`src/carrier_front_consts.svh`:
```
`ifndef CARRIER_FRONT_CONSTS_SVH
`define CARRIER_FRONT_CONSTS_SVH
// ----------------------------------------
// Configuration word addresses
// ----------------------------------------
`define CW_MODE_ADDR      5'h00
`define CW_SYNC_ADDR      5'h01
`define CW_CENTER_ADDR    5'h03
`define CW_PHASE_ADDR     5'h04
`define CW_XFER_FREQ_ADDR 5'h05
`define CW_XFER_PHS_ADDR  5'h06
`define CW_RESAMP_ADDR    5'h0b
// ----------------------------------------
// Field positions
// ----------------------------------------
`define MODE_CLR_BIT      0
`define MODE_OFS_ZERO_BIT 1
`define MODE_LEN_LO       4
`define MODE_BYPASS_BIT   6
`define MODE_DEC_LO       7
`define MODE_SG_LO        13
`define MODE_DSYNC_BIT    19
`define SYNC_XFER_BIT     20
`define RESAMP_LEN_LO     3
`define PHASE_W           10
`define SIN_ADDR_W        18
`define SHIFT_MAX         4'hf
`define RESET_WORD        32'h0000_0000
`endif

```
`src/carrier_front_pkg.sv`:
```
package carrier_front_pkg;
  // Rounded mixer output pair
  typedef struct packed {
    logic signed [14:0] i;
    logic signed [14:0] q;
  } mix_t;
  // Shifted pair handed to the decimator or halfbands
  typedef struct packed {
    logic signed [29:0] i;
    logic signed [29:0] q;
  } shifted_t;
  // Serial loader states
  typedef enum logic {LD_IDLE, LD_SHIFT} ld_state_t;
endpackage

```
`src/serial_offset_loader.sv`:
```
`timescale 1ns/1ps
`include "carrier_front_consts.svh"
module serial_offset_loader (
  input  wire logic        clk_in,     // Port clock
  input  wire logic        rstn_in,    // Async reset, low
  input  wire logic        strobe_in,  // Word start strobe
  input  wire logic        data_in,    // Serial data, MSB first
  input  wire logic [1:0]  len_sel_in, // 00=8 .. 11=32 bits
  output logic      [31:0] word_out,   // Holding register
  output logic             load_out    // Pulse on new word
);
  import carrier_front_pkg::*;
  ld_state_t   state, next_state;     // Loader state
  logic [5:0]  cnt, next_cnt;         // Bits left
  logic [31:0] sr, next_sr;           // Shift register
  logic [31:0] next_word;             // Next holding value
  logic        next_load;             // Next load pulse
  logic [31:0] full;                  // Word with last bit
  // ----------------------------------------
  // Shift and count down
  // ----------------------------------------
  always_comb begin
    full       = {sr[30:0], data_in};
    next_state = state;
    next_cnt   = cnt;
    next_sr    = sr;
    next_word  = word_out;
    next_load  = 1'b0;
    case (state)
      LD_IDLE: begin
        if (strobe_in) begin
          next_state = LD_SHIFT;
          next_cnt   = {1'b0, len_sel_in, 3'h0} + 6'h08;
        end
      end
      LD_SHIFT: begin
        next_sr  = full;
        next_cnt = cnt - 6'h01;
        if (cnt == 6'h01) begin
          // Short words land high, low bits zero
          next_word  = full << {(2'h3 - len_sel_in), 3'h0};
          next_load  = 1'b1;
          next_state = LD_IDLE;
          // Back to back start is taken on the last bit
          if (strobe_in) begin
            next_state = LD_SHIFT;
            next_cnt   = {1'b0, len_sel_in, 3'h0} + 6'h08;
          end
        end
      end
      default: next_state = LD_IDLE;
    endcase
  end
  // Register stage
  always_ff @(posedge clk_in or negedge rstn_in) begin
    if (!rstn_in) begin
      state    <= LD_IDLE;
      cnt      <= 6'h00;
      sr       <= `RESET_WORD;
      word_out <= `RESET_WORD;
      load_out <= 1'b0;
    end else begin
      state    <= next_state;
      cnt      <= next_cnt;
      sr       <= next_sr;
      word_out <= next_word;
      load_out <= next_load;
    end
  end
endmodule // serial_offset_loader

```
`src/carrier_front.sv`:
```
`timescale 1ns/1ps
`include "carrier_front_consts.svh"
// Behaviour
// - accumulator, offset adder, sine table
// - frequency is center plus serial offset
// - mode bit one zeroes serial offset
// - accumulator advances only on sample enable
// - frequency word is signed two's complement
// - ten-bit phase added to accumulator top
// - top eighteen bits address sine table
// - sample times cosine and sine
// - products rounded symmetrically to fifteen bits
// - writes to five, six copy holds
// - sync copies both holds when enabled
// - transfer clears accumulator when enabled
// - serial word length eight to thirty-two
// - count down, shift, move to hold
// - short words fill top, low zeroed
// - resampler port uses identical procedure
// - shifter uses saturated gain sum
// - gain pins delayed with their sample
// - shifted data to decimator or bypass
// - mode word decimation, shift, bypass fields
// - sync reloads decimation counter when enabled
module carrier_front
  import carrier_front_pkg::*;
#(
  parameter int GAIN_DELAY = 2 // Sample pipeline depth
) (
  input  wire logic                  clk_in,        // 10 MHz clock
  input  wire logic                  rstn_in,       // Async reset, low
  input  wire logic [4:0]            cfg_addr_in,   // Config word address
  input  wire logic [31:0]           cfg_data_in,   // Config write data
  input  wire logic                  cfg_wr_in,     // Config write strobe
  input  wire logic signed [13:0]    sample_in,     // Input sample
  input  wire logic                  input_sample_enable_n, // Sample enable, low
  input  wire logic [2:0]            gain_adjust_pins, // Gain adjust code
  input  wire logic                  front_sync_in, // Sync, high
  input  wire logic                  carrier_offset_serial_in, // Serial offset data
  input  wire logic                  carrier_offset_word_strobe, // Word start
  input  wire logic                  resampler_offset_serial_in, // Serial data
  input  wire logic                  resampler_offset_word_strobe, // Word start
  output carrier_front_pkg::shifted_t data_out,     // Shifted pair
  output logic                       cic_valid_out, // Sample to decimator
  output logic                       bypass_valid_out, // Sample to halfbands
  output logic                       decim_dump_out, // Decimation count end
  output logic [31:0]                resampler_offset_out, // Resampler hold
  output logic [31:0]                freq_word_out  // Summed frequency
);
  import carrier_front_pkg::*;
  // ----------------------------------------
  // Configuration storage
  // ----------------------------------------
  logic [31:0] mode_cw, next_mode_cw;   // Config word 0
  logic [31:0] sync_cw, next_sync_cw;   // Config word 1
  logic [31:0] resamp_cw, next_resamp_cw; // Config word 11
  logic [31:0] center_hold, next_center_hold; // Held center freq
  logic [31:0] center_act, next_center_act;   // Active center freq
  logic [9:0]  phase_hold, next_phase_hold;   // Held phase offset
  logic [9:0]  phase_act, next_phase_act;     // Active phase offset
  logic        wr_freq, wr_phs;               // Transfer writes
  logic        sync_xfer;                     // Sync transfer
  logic        xfer_any;                      // Any transfer
  assign wr_freq   = cfg_wr_in && cfg_addr_in == `CW_XFER_FREQ_ADDR;
  assign wr_phs    = cfg_wr_in && cfg_addr_in == `CW_XFER_PHS_ADDR;
  assign sync_xfer = front_sync_in && sync_cw[`SYNC_XFER_BIT];
  assign xfer_any  = wr_freq || wr_phs || sync_xfer;
  // Next config values; active copies only move on transfer
  always_comb begin
    next_mode_cw     = mode_cw;
    next_sync_cw     = sync_cw;
    next_resamp_cw   = resamp_cw;
    next_center_hold = center_hold;
    next_phase_hold  = phase_hold;
    next_center_act  = center_act;
    next_phase_act   = phase_act;
    if (cfg_wr_in) begin
      case (cfg_addr_in)
        `CW_MODE_ADDR:   next_mode_cw     = cfg_data_in;
        `CW_SYNC_ADDR:   next_sync_cw     = cfg_data_in;
        `CW_RESAMP_ADDR: next_resamp_cw   = cfg_data_in;
        `CW_CENTER_ADDR: next_center_hold = cfg_data_in;
        `CW_PHASE_ADDR:  next_phase_hold  = cfg_data_in[`PHASE_W-1:0];
        default: ;       // Other words belong elsewhere
      endcase
    end
    if (wr_freq || sync_xfer) begin
      next_center_act = center_hold;
    end
    if (wr_phs || sync_xfer) begin
      next_phase_act = phase_hold;
    end
  end
  // Config registers
  always_ff @(posedge clk_in or negedge rstn_in) begin
    if (!rstn_in) begin
      mode_cw     <= `RESET_WORD;
      sync_cw     <= `RESET_WORD;
      resamp_cw   <= `RESET_WORD;
      center_hold <= `RESET_WORD;
      center_act  <= `RESET_WORD;
      phase_hold  <= 10'h000;
      phase_act   <= 10'h000;
    end else begin
      mode_cw     <= next_mode_cw;
      sync_cw     <= next_sync_cw;
      resamp_cw   <= next_resamp_cw;
      center_hold <= next_center_hold;
      center_act  <= next_center_act;
      phase_hold  <= next_phase_hold;
      phase_act   <= next_phase_act;
    end
  end
  // ----------------------------------------
  // Serial offset ports
  // ----------------------------------------
  logic [31:0] carrier_ofs; // Carrier offset hold
  // Single clock here, so both ports share clk_in
  serial_offset_loader u_carrier_ld (
    .clk_in     (clk_in),
    .rstn_in    (rstn_in),
    .strobe_in  (carrier_offset_word_strobe),
    .data_in    (carrier_offset_serial_in),
    .len_sel_in (mode_cw[`MODE_LEN_LO+1:`MODE_LEN_LO]),
    .word_out   (carrier_ofs),
    .load_out   ()
  );
  serial_offset_loader u_resamp_ld (
    .clk_in     (clk_in),
    .rstn_in    (rstn_in),
    .strobe_in  (resampler_offset_word_strobe),
    .data_in    (resampler_offset_serial_in),
    .len_sel_in (resamp_cw[`RESAMP_LEN_LO+1:`RESAMP_LEN_LO]),
    .word_out   (resampler_offset_out),
    .load_out   ()
  );
  // ----------------------------------------
  // Carrier oscillator
  // ----------------------------------------
  logic [31:0] freq_sum;       // Signed frequency word
  logic [31:0] acc, next_acc;  // Phase accumulator
  logic [17:0] phase_adr;      // Table address
  // Sum wraps mod 2^32; sign picks sideband
  assign freq_sum = center_act +
    (mode_cw[`MODE_OFS_ZERO_BIT] ? `RESET_WORD : carrier_ofs);
  // Offset lands on the top ten bits, wrapping full circle
  assign phase_adr = acc[31:14] + {phase_act, 8'h00};
  // Accumulator step
  always_comb begin
    next_acc = acc;
    if (xfer_any && mode_cw[`MODE_CLR_BIT]) begin
      next_acc = `RESET_WORD;
    end else if (!input_sample_enable_n) begin
      next_acc = acc + freq_sum;
    end
  end
  always_ff @(posedge clk_in or negedge rstn_in) begin
    if (!rstn_in) begin
      acc           <= `RESET_WORD;
      freq_word_out <= `RESET_WORD;
    end else begin
      acc           <= next_acc;
      freq_word_out <= freq_sum;
    end
  end
  // Parabolic half-wave sine; cheap stand-in for a full table
  function automatic logic signed [17:0] sine18(input logic [17:0] p);
    logic [16:0] x;
    logic [33:0] y;
    logic [16:0] mag;
    x   = p[16:0];
    y   = {17'h00000, x} * {17'h00000, 17'h1ffff - x};
    mag = (y[33:15] > 19'h0ffff) ? 17'h0ffff : y[31:15];
    return p[17] ? -$signed({1'b0, mag}) : $signed({1'b0, mag});
  endfunction
  // Symmetric rounding of a product to 15 bits
  function automatic logic signed [14:0] round15(input logic signed [31:0] v);
    logic signed [31:0] r;
    r = v + (v[31] ? 32'sh0000_7fff : 32'sh0000_8000);
    if (r[31:30] == 2'b01) begin
      return 15'sh3fff; // Mixer products never land here; they stay below 2^30
    end
    return r[30:16];
  endfunction
  // ----------------------------------------
  // Mixer
  // ----------------------------------------
  logic signed [13:0] smp_d;          // Registered sample
  logic signed [17:0] sin_d, cos_d;   // Registered sinusoids
  logic               vld_d, vld_m;   // Sample valid per stage
  mix_t               mix, next_mix;  // Rounded products
  logic signed [31:0] prod_i, prod_q; // Full products
  always_comb begin
    prod_i   = 32'(smp_d * cos_d);
    prod_q   = 32'(smp_d * sin_d);
    next_mix = '{i: round15(prod_i), q: round15(prod_q)};
  end
  // Stage 1 grabs sample with table output, stage 2 rounds
  always_ff @(posedge clk_in or negedge rstn_in) begin
    if (!rstn_in) begin
      smp_d <= 14'sh0000;
      sin_d <= 18'sh00000;
      cos_d <= 18'sh00000;
      vld_d <= 1'b0;
      vld_m <= 1'b0;
      mix   <= '0;
    end else begin
      smp_d <= sample_in;
      sin_d <= sine18(phase_adr);
      cos_d <= sine18(phase_adr + 18'h10000);
      vld_d <= !input_sample_enable_n;
      vld_m <= vld_d;
      mix   <= next_mix;
    end
  end
  // ----------------------------------------
  // Gain pipeline and barrel shifter
  // ----------------------------------------
  logic [2:0] gain_pipe [GAIN_DELAY]; // Gain delay line
  logic [4:0] gain_sum;               // Unsaturated sum
  logic [3:0] shift_amt;              // Saturated shift
  shifted_t   next_data;              // Shifted pair
  // Match the sample path so gain meets its own sample
  always_ff @(posedge clk_in or negedge rstn_in) begin
    if (!rstn_in) begin
      for (int k = 0; k < GAIN_DELAY; k++) begin
        gain_pipe[k] <= 3'h0;
      end
    end else begin
      gain_pipe[0] <= gain_adjust_pins;
      for (int k = 1; k < GAIN_DELAY; k++) begin
        gain_pipe[k] <= gain_pipe[k-1];
      end
    end
  end
  // Each step is 6 dB; sum clamps at fifteen
  always_comb begin
    gain_sum  = {1'b0, mode_cw[`MODE_SG_LO+3:`MODE_SG_LO]} +
                {2'h0, gain_pipe[GAIN_DELAY-1]};
    shift_amt = (gain_sum > 5'h0f) ? `SHIFT_MAX : gain_sum[3:0];
    next_data.i = 30'(mix.i) <<< shift_amt;
    next_data.q = 30'(mix.q) <<< shift_amt;
  end
  // ----------------------------------------
  // Path select and decimation counter
  // ----------------------------------------
  logic       bypass;             // Decimator bypassed
  logic [5:0] dcnt, next_dcnt;    // Decimation counter
  logic       next_dump;          // Count end pulse
  assign bypass = mode_cw[`MODE_BYPASS_BIT];
  // Reload on sync when enabled, else count down per sample
  always_comb begin
    next_dcnt = dcnt;
    next_dump = 1'b0;
    if (front_sync_in && mode_cw[`MODE_DSYNC_BIT]) begin
      next_dcnt = mode_cw[`MODE_DEC_LO+5:`MODE_DEC_LO];
    end else if (vld_m && !bypass) begin
      if (dcnt == 6'h00) begin
        next_dcnt = mode_cw[`MODE_DEC_LO+5:`MODE_DEC_LO];
        next_dump = 1'b1;
      end else begin
        next_dcnt = dcnt - 6'h01;
      end
    end
  end
  // Output registers; bypass assumes enable gaps upstream
  always_ff @(posedge clk_in or negedge rstn_in) begin
    if (!rstn_in) begin
      data_out         <= '0;
      cic_valid_out    <= 1'b0;
      bypass_valid_out <= 1'b0;
      dcnt             <= 6'h00;
      decim_dump_out   <= 1'b0;
    end else begin
      data_out         <= next_data;
      cic_valid_out    <= vld_m && !bypass;
      bypass_valid_out <= vld_m && bypass;
      dcnt             <= next_dcnt;
      decim_dump_out   <= next_dump;
    end
  end
endmodule // carrier_front

```
`config.mk`:
```
export PLATFORM = sky130hd
export DESIGN_NAME = carrier_front
export DESIGN_NICKNAME = d
export VERILOG_FILES = /design/src/carrier_front_pkg.sv /design/src/serial_offset_loader.sv /design/src/carrier_front.sv
export VERILOG_INCLUDE_DIRS = /design/src
export SDC_FILE = /design/constraint.sdc
export NUM_CORES = 2
export LEC_CHECK = 0
export BUFFER_PORTS_ARGS = -buffer_cell sky130_fd_sc_hd__buf_2
export CAP_MARGIN = 20
export CORE_AREA = 2 2 396 319
export DETAILED_ROUTE_END_ITERATION = 6
export DIE_AREA = 0 0 398 321
export MAX_ROUTING_LAYER = met4
export PLACE_DENSITY_LB_ADDON = 0.1
export SYNTH_ARGS = -nofsm -noshare
export SYNTH_HDL_FRONTEND = slang
export SYNTH_SLANG_ARGS = --single-unit
```
`constraint.sdc`:
```
create_clock -name clk_in -period 9.4 [get_ports clk_in]
set_input_delay 0.94 -clock clk_in [delete_from_list [all_inputs] [get_ports clk_in]]
set_output_delay 0.94 -clock clk_in [all_outputs]
set_load 0.05 [all_outputs]
```
==> metrics <==
Post-DP HPWL=~120000 um; CTS Buffer Depth=3; chip height=321 um; placed instance count=roughly 7600; Total GRT Usage=between 20% and 30%; EDFF count, synth=0; WL final=approximately 140000 um; Initial Util=around 45%; Synth Cell Area=~55000 um^2; Worst R2R Start=phase_act[0]$_DFFE_PN0P_; Post-Synthesis Cells=5770; max_cap viols=0; NumNets Final=roughly 7400; routed vias/inst=between 5 and 6; RSZ-0062 raised after global routing=yes; via count=a little over 40000; CP delay by family, top=adder cells; Yosys top cell area share=between 20% and 30%; yosys warns=0; Crit-path slowest cell=or4_4; top post-synthesis cells by area=fa_1 (28%), dfrtp_1 (21%), ha_1 (10%); DRC=0; Crit Path Max Fanout=7; Clock Sinks=roughly 460; layout cell share with drive strength beyond 1=15.8%; Final setup viols=10; I/O pin count=190; die area=between 100000 and 150000 um^2; ANT nets after route=0; critical path startpoint category=flop; setup TNS=-2.91 ns; ANT cells=0; status=finished with violations; Worst Setup Slack, final=-0.422 ns; Port-buffer cells=around 190; fin. max-slew vios=0; period utilisation layout=104%; Synth area leader=fa_1; Top cell by count, worst path=inv_1; endpoints failing hold=0; failing checks=negative setup slack; #FFs+latches synth=~460; DR WL/cell=about 19 um; Pre-Repair DR Iteration Count=5; Iteration-0 DRC Markers=between 2000 and 2500; CP peak stage delay=0.56 ns; worst slew pin tran=~1.1 ns; required time of the worst setup path=a little under 10 ns; cell row count=116; post-synth net total=7073; Avg Inst Size Synth=around 9.6 um^2; Final Non-Filler Cells=7772; min-delay worst type=input pin to asynchronous set/reset pin; Slew headroom=27.3%; grt total ovfl=0; R2R setup slack=-0.42 ns; Worst-Skew Late Latency=~0.65 ns; H-tree depth=2; Cell variety after synth=95; Fin Clk Skew=approximately 0.036 ns; vias in the first global route=~42000; share of synthesized registers carrying an async set or reset=100%; Core Footprint=around 120000 um^2; CTS tree=built; Worst Path Buf+Inv=11; Final GP Congestion=0.903; f_max=102 MHz; RR Endpoint=cos_d[14]$_DFF_PN0_; CP endpoint kind=flop; Crit Path Class=flop to flop; Area Growth Syn to Fin=12.5%; first-pass GRT wire length=around 230000 um; Synth Flop Type=dfrtp_1; CTS buffer count=53; pin count of the biggest net entering global routing=170; Critical Path AT=10.35 ns; Die X=~400 um; antenna violations before repair=2; Clock Tree Root=clkbuf_16; register area share after synthesis=between 20% and 30%; clk slew on worst S/H paths=about 0.070 ns; reg2reg path depth=between 40 and 50; Tmin final=9.82 ns
==> kinds of logic (layout without fill, tap and decap cells) <==
logic type               after synthesis  after routing  share of synthesized area [%]
multiplexers                         322            322                           6.59
AO/OA/AOI/OAI                        790            790                           9.03
flip-flops                           464            464                           21.0
XOR/XNOR                             180            180                           2.90
AND/OR/NAND/NOR                     1611           1611                           13.9
adder cells (fa/ha/maj)             1240           1240                           38.7
other                                  1              1                        0.00678
buffers and inverters               1162           1512                           7.90
==> flip-flops by register name (all words and copies together) (netlist names), 32 cells and up <==
signal,count
acc,32
center_act,32
center_hold,32
data_out,60
freq_word_out,32
u_carrier_ld.word_out,32
u_resamp_ld.word_out,32
==> final cells by class <==
class / count / area (um^2)
fillers: 11667 / 61800
multi-input cells: 4144 / 39800
flip-flops and latches: 464 / 11600
repair buffers: 511 / 3570
inverters: 906 / 3410
well taps: 1652 / 2070
clock buffers: 70 / 1500
clock inverters: 25 / 282
==> metal layers <==
layer / up-vias / share of wire [%] / global-route usage [%]
met5: - / 0 / -
met4: 0 / 1.9 / 4.56
met3: 141 / 5.0 / 3.22
met2: 774 / 44 / 35.4
met1: 20244 / 49 / 34.8
li1: 19154 / - / -
==> worst reg2reg max path: cells and delay by family (launching register included) <==
family	cells	cell delay, ns
adder cells (fa/ha/maj)	10	4.04
AND/OR/NAND/NOR	9	2.50
AO/OA/AOI/OAI	10	1.48
buffers and inverters	11	0.89
flip-flops	1	0.36
XOR/XNOR	1	0.23
multiplexers	1	0.23
==> worst max path at each step <==
stage	from	end	slack [ns]	depth (start not counted)
after floorplan	acc[22]$_DFFE_PN0P_	cos_d[16]$_DFF_PN0_	-0.25	41
after global placement	acc[22]$_DFFE_PN0P_	cos_d[14]$_DFF_PN0_	-0.43	40
after detailed placement	phase_act[0]$_DFFE_PN0P_	cos_d[14]$_DFF_PN0_	-0.65	40
after CTS	phase_act[0]$_DFFE_PN0P_	cos_d[14]$_DFF_PN0_	-0.25	40
after global routing	acc[22]$_DFFE_PN0P_	cos_d[14]$_DFF_PN0_	-0.80	42
final	phase_act[0]$_DFFE_PN0P_	cos_d[14]$_DFF_PN0_	-0.42	42
==> timing repair <==
action | in CTS | in global routing
gates resized for setup | 56 | 34
hold buffers | 0 | 0
pin swaps | 34 | 10
buffers inserted | 22 | 11
setup endpoints to repair | 11 | 25
cloned | 1 | 0
==> layout by cell type, fill, tap and decap left out, types with 91 or more instances in the layout <==
master,netlist,final
a21o_1,92,91
a21oi_1,242,234
and2_1,232,232
buf_2,4,188
buf_4,1,301
dfrtp_1,464,463
fa_1,783,777
ha_1,457,448
inv_1,900,886
mux2_2,219,219
mux2i_1,91,91
nand2_1,637,630
nand2b_1,95,94
nor2_1,312,304
o21ai_0,184,176
xnor2_1,114,110
==> through the flow <==
stage	util, %	instance area, um^2	hold WS [ns]	setup slack, ns
CTS	50.0	62000	0.270	-0.246
detailed placement	48.2	59800	0.335	-0.654
floorplan	-	55500	0.331	-0.251
global route	50.2	62300	0.320	-0.799
finish	50.2	62300	0.267	-0.422
global placement	48.2	59800	0.331	-0.433
==> synth_stat cells, types with 91 or more instances <==
library cell / n
a21o_1: 92
a21oi_1: 242
and2_1: 232
clkbuf_1: 224
dfrtp_1: 464
fa_1: 783
ha_1: 457
inv_1: 900
mux2_2: 219
mux2i_1: 91
nand2_1: 637
nand2b_1: 95
nor2_1: 312
o21ai_0: 184
xnor2_1: 114
Power is not shown: default switching activity piles up to over one toggle a cycle in this logic, so the estimate is an artifact.
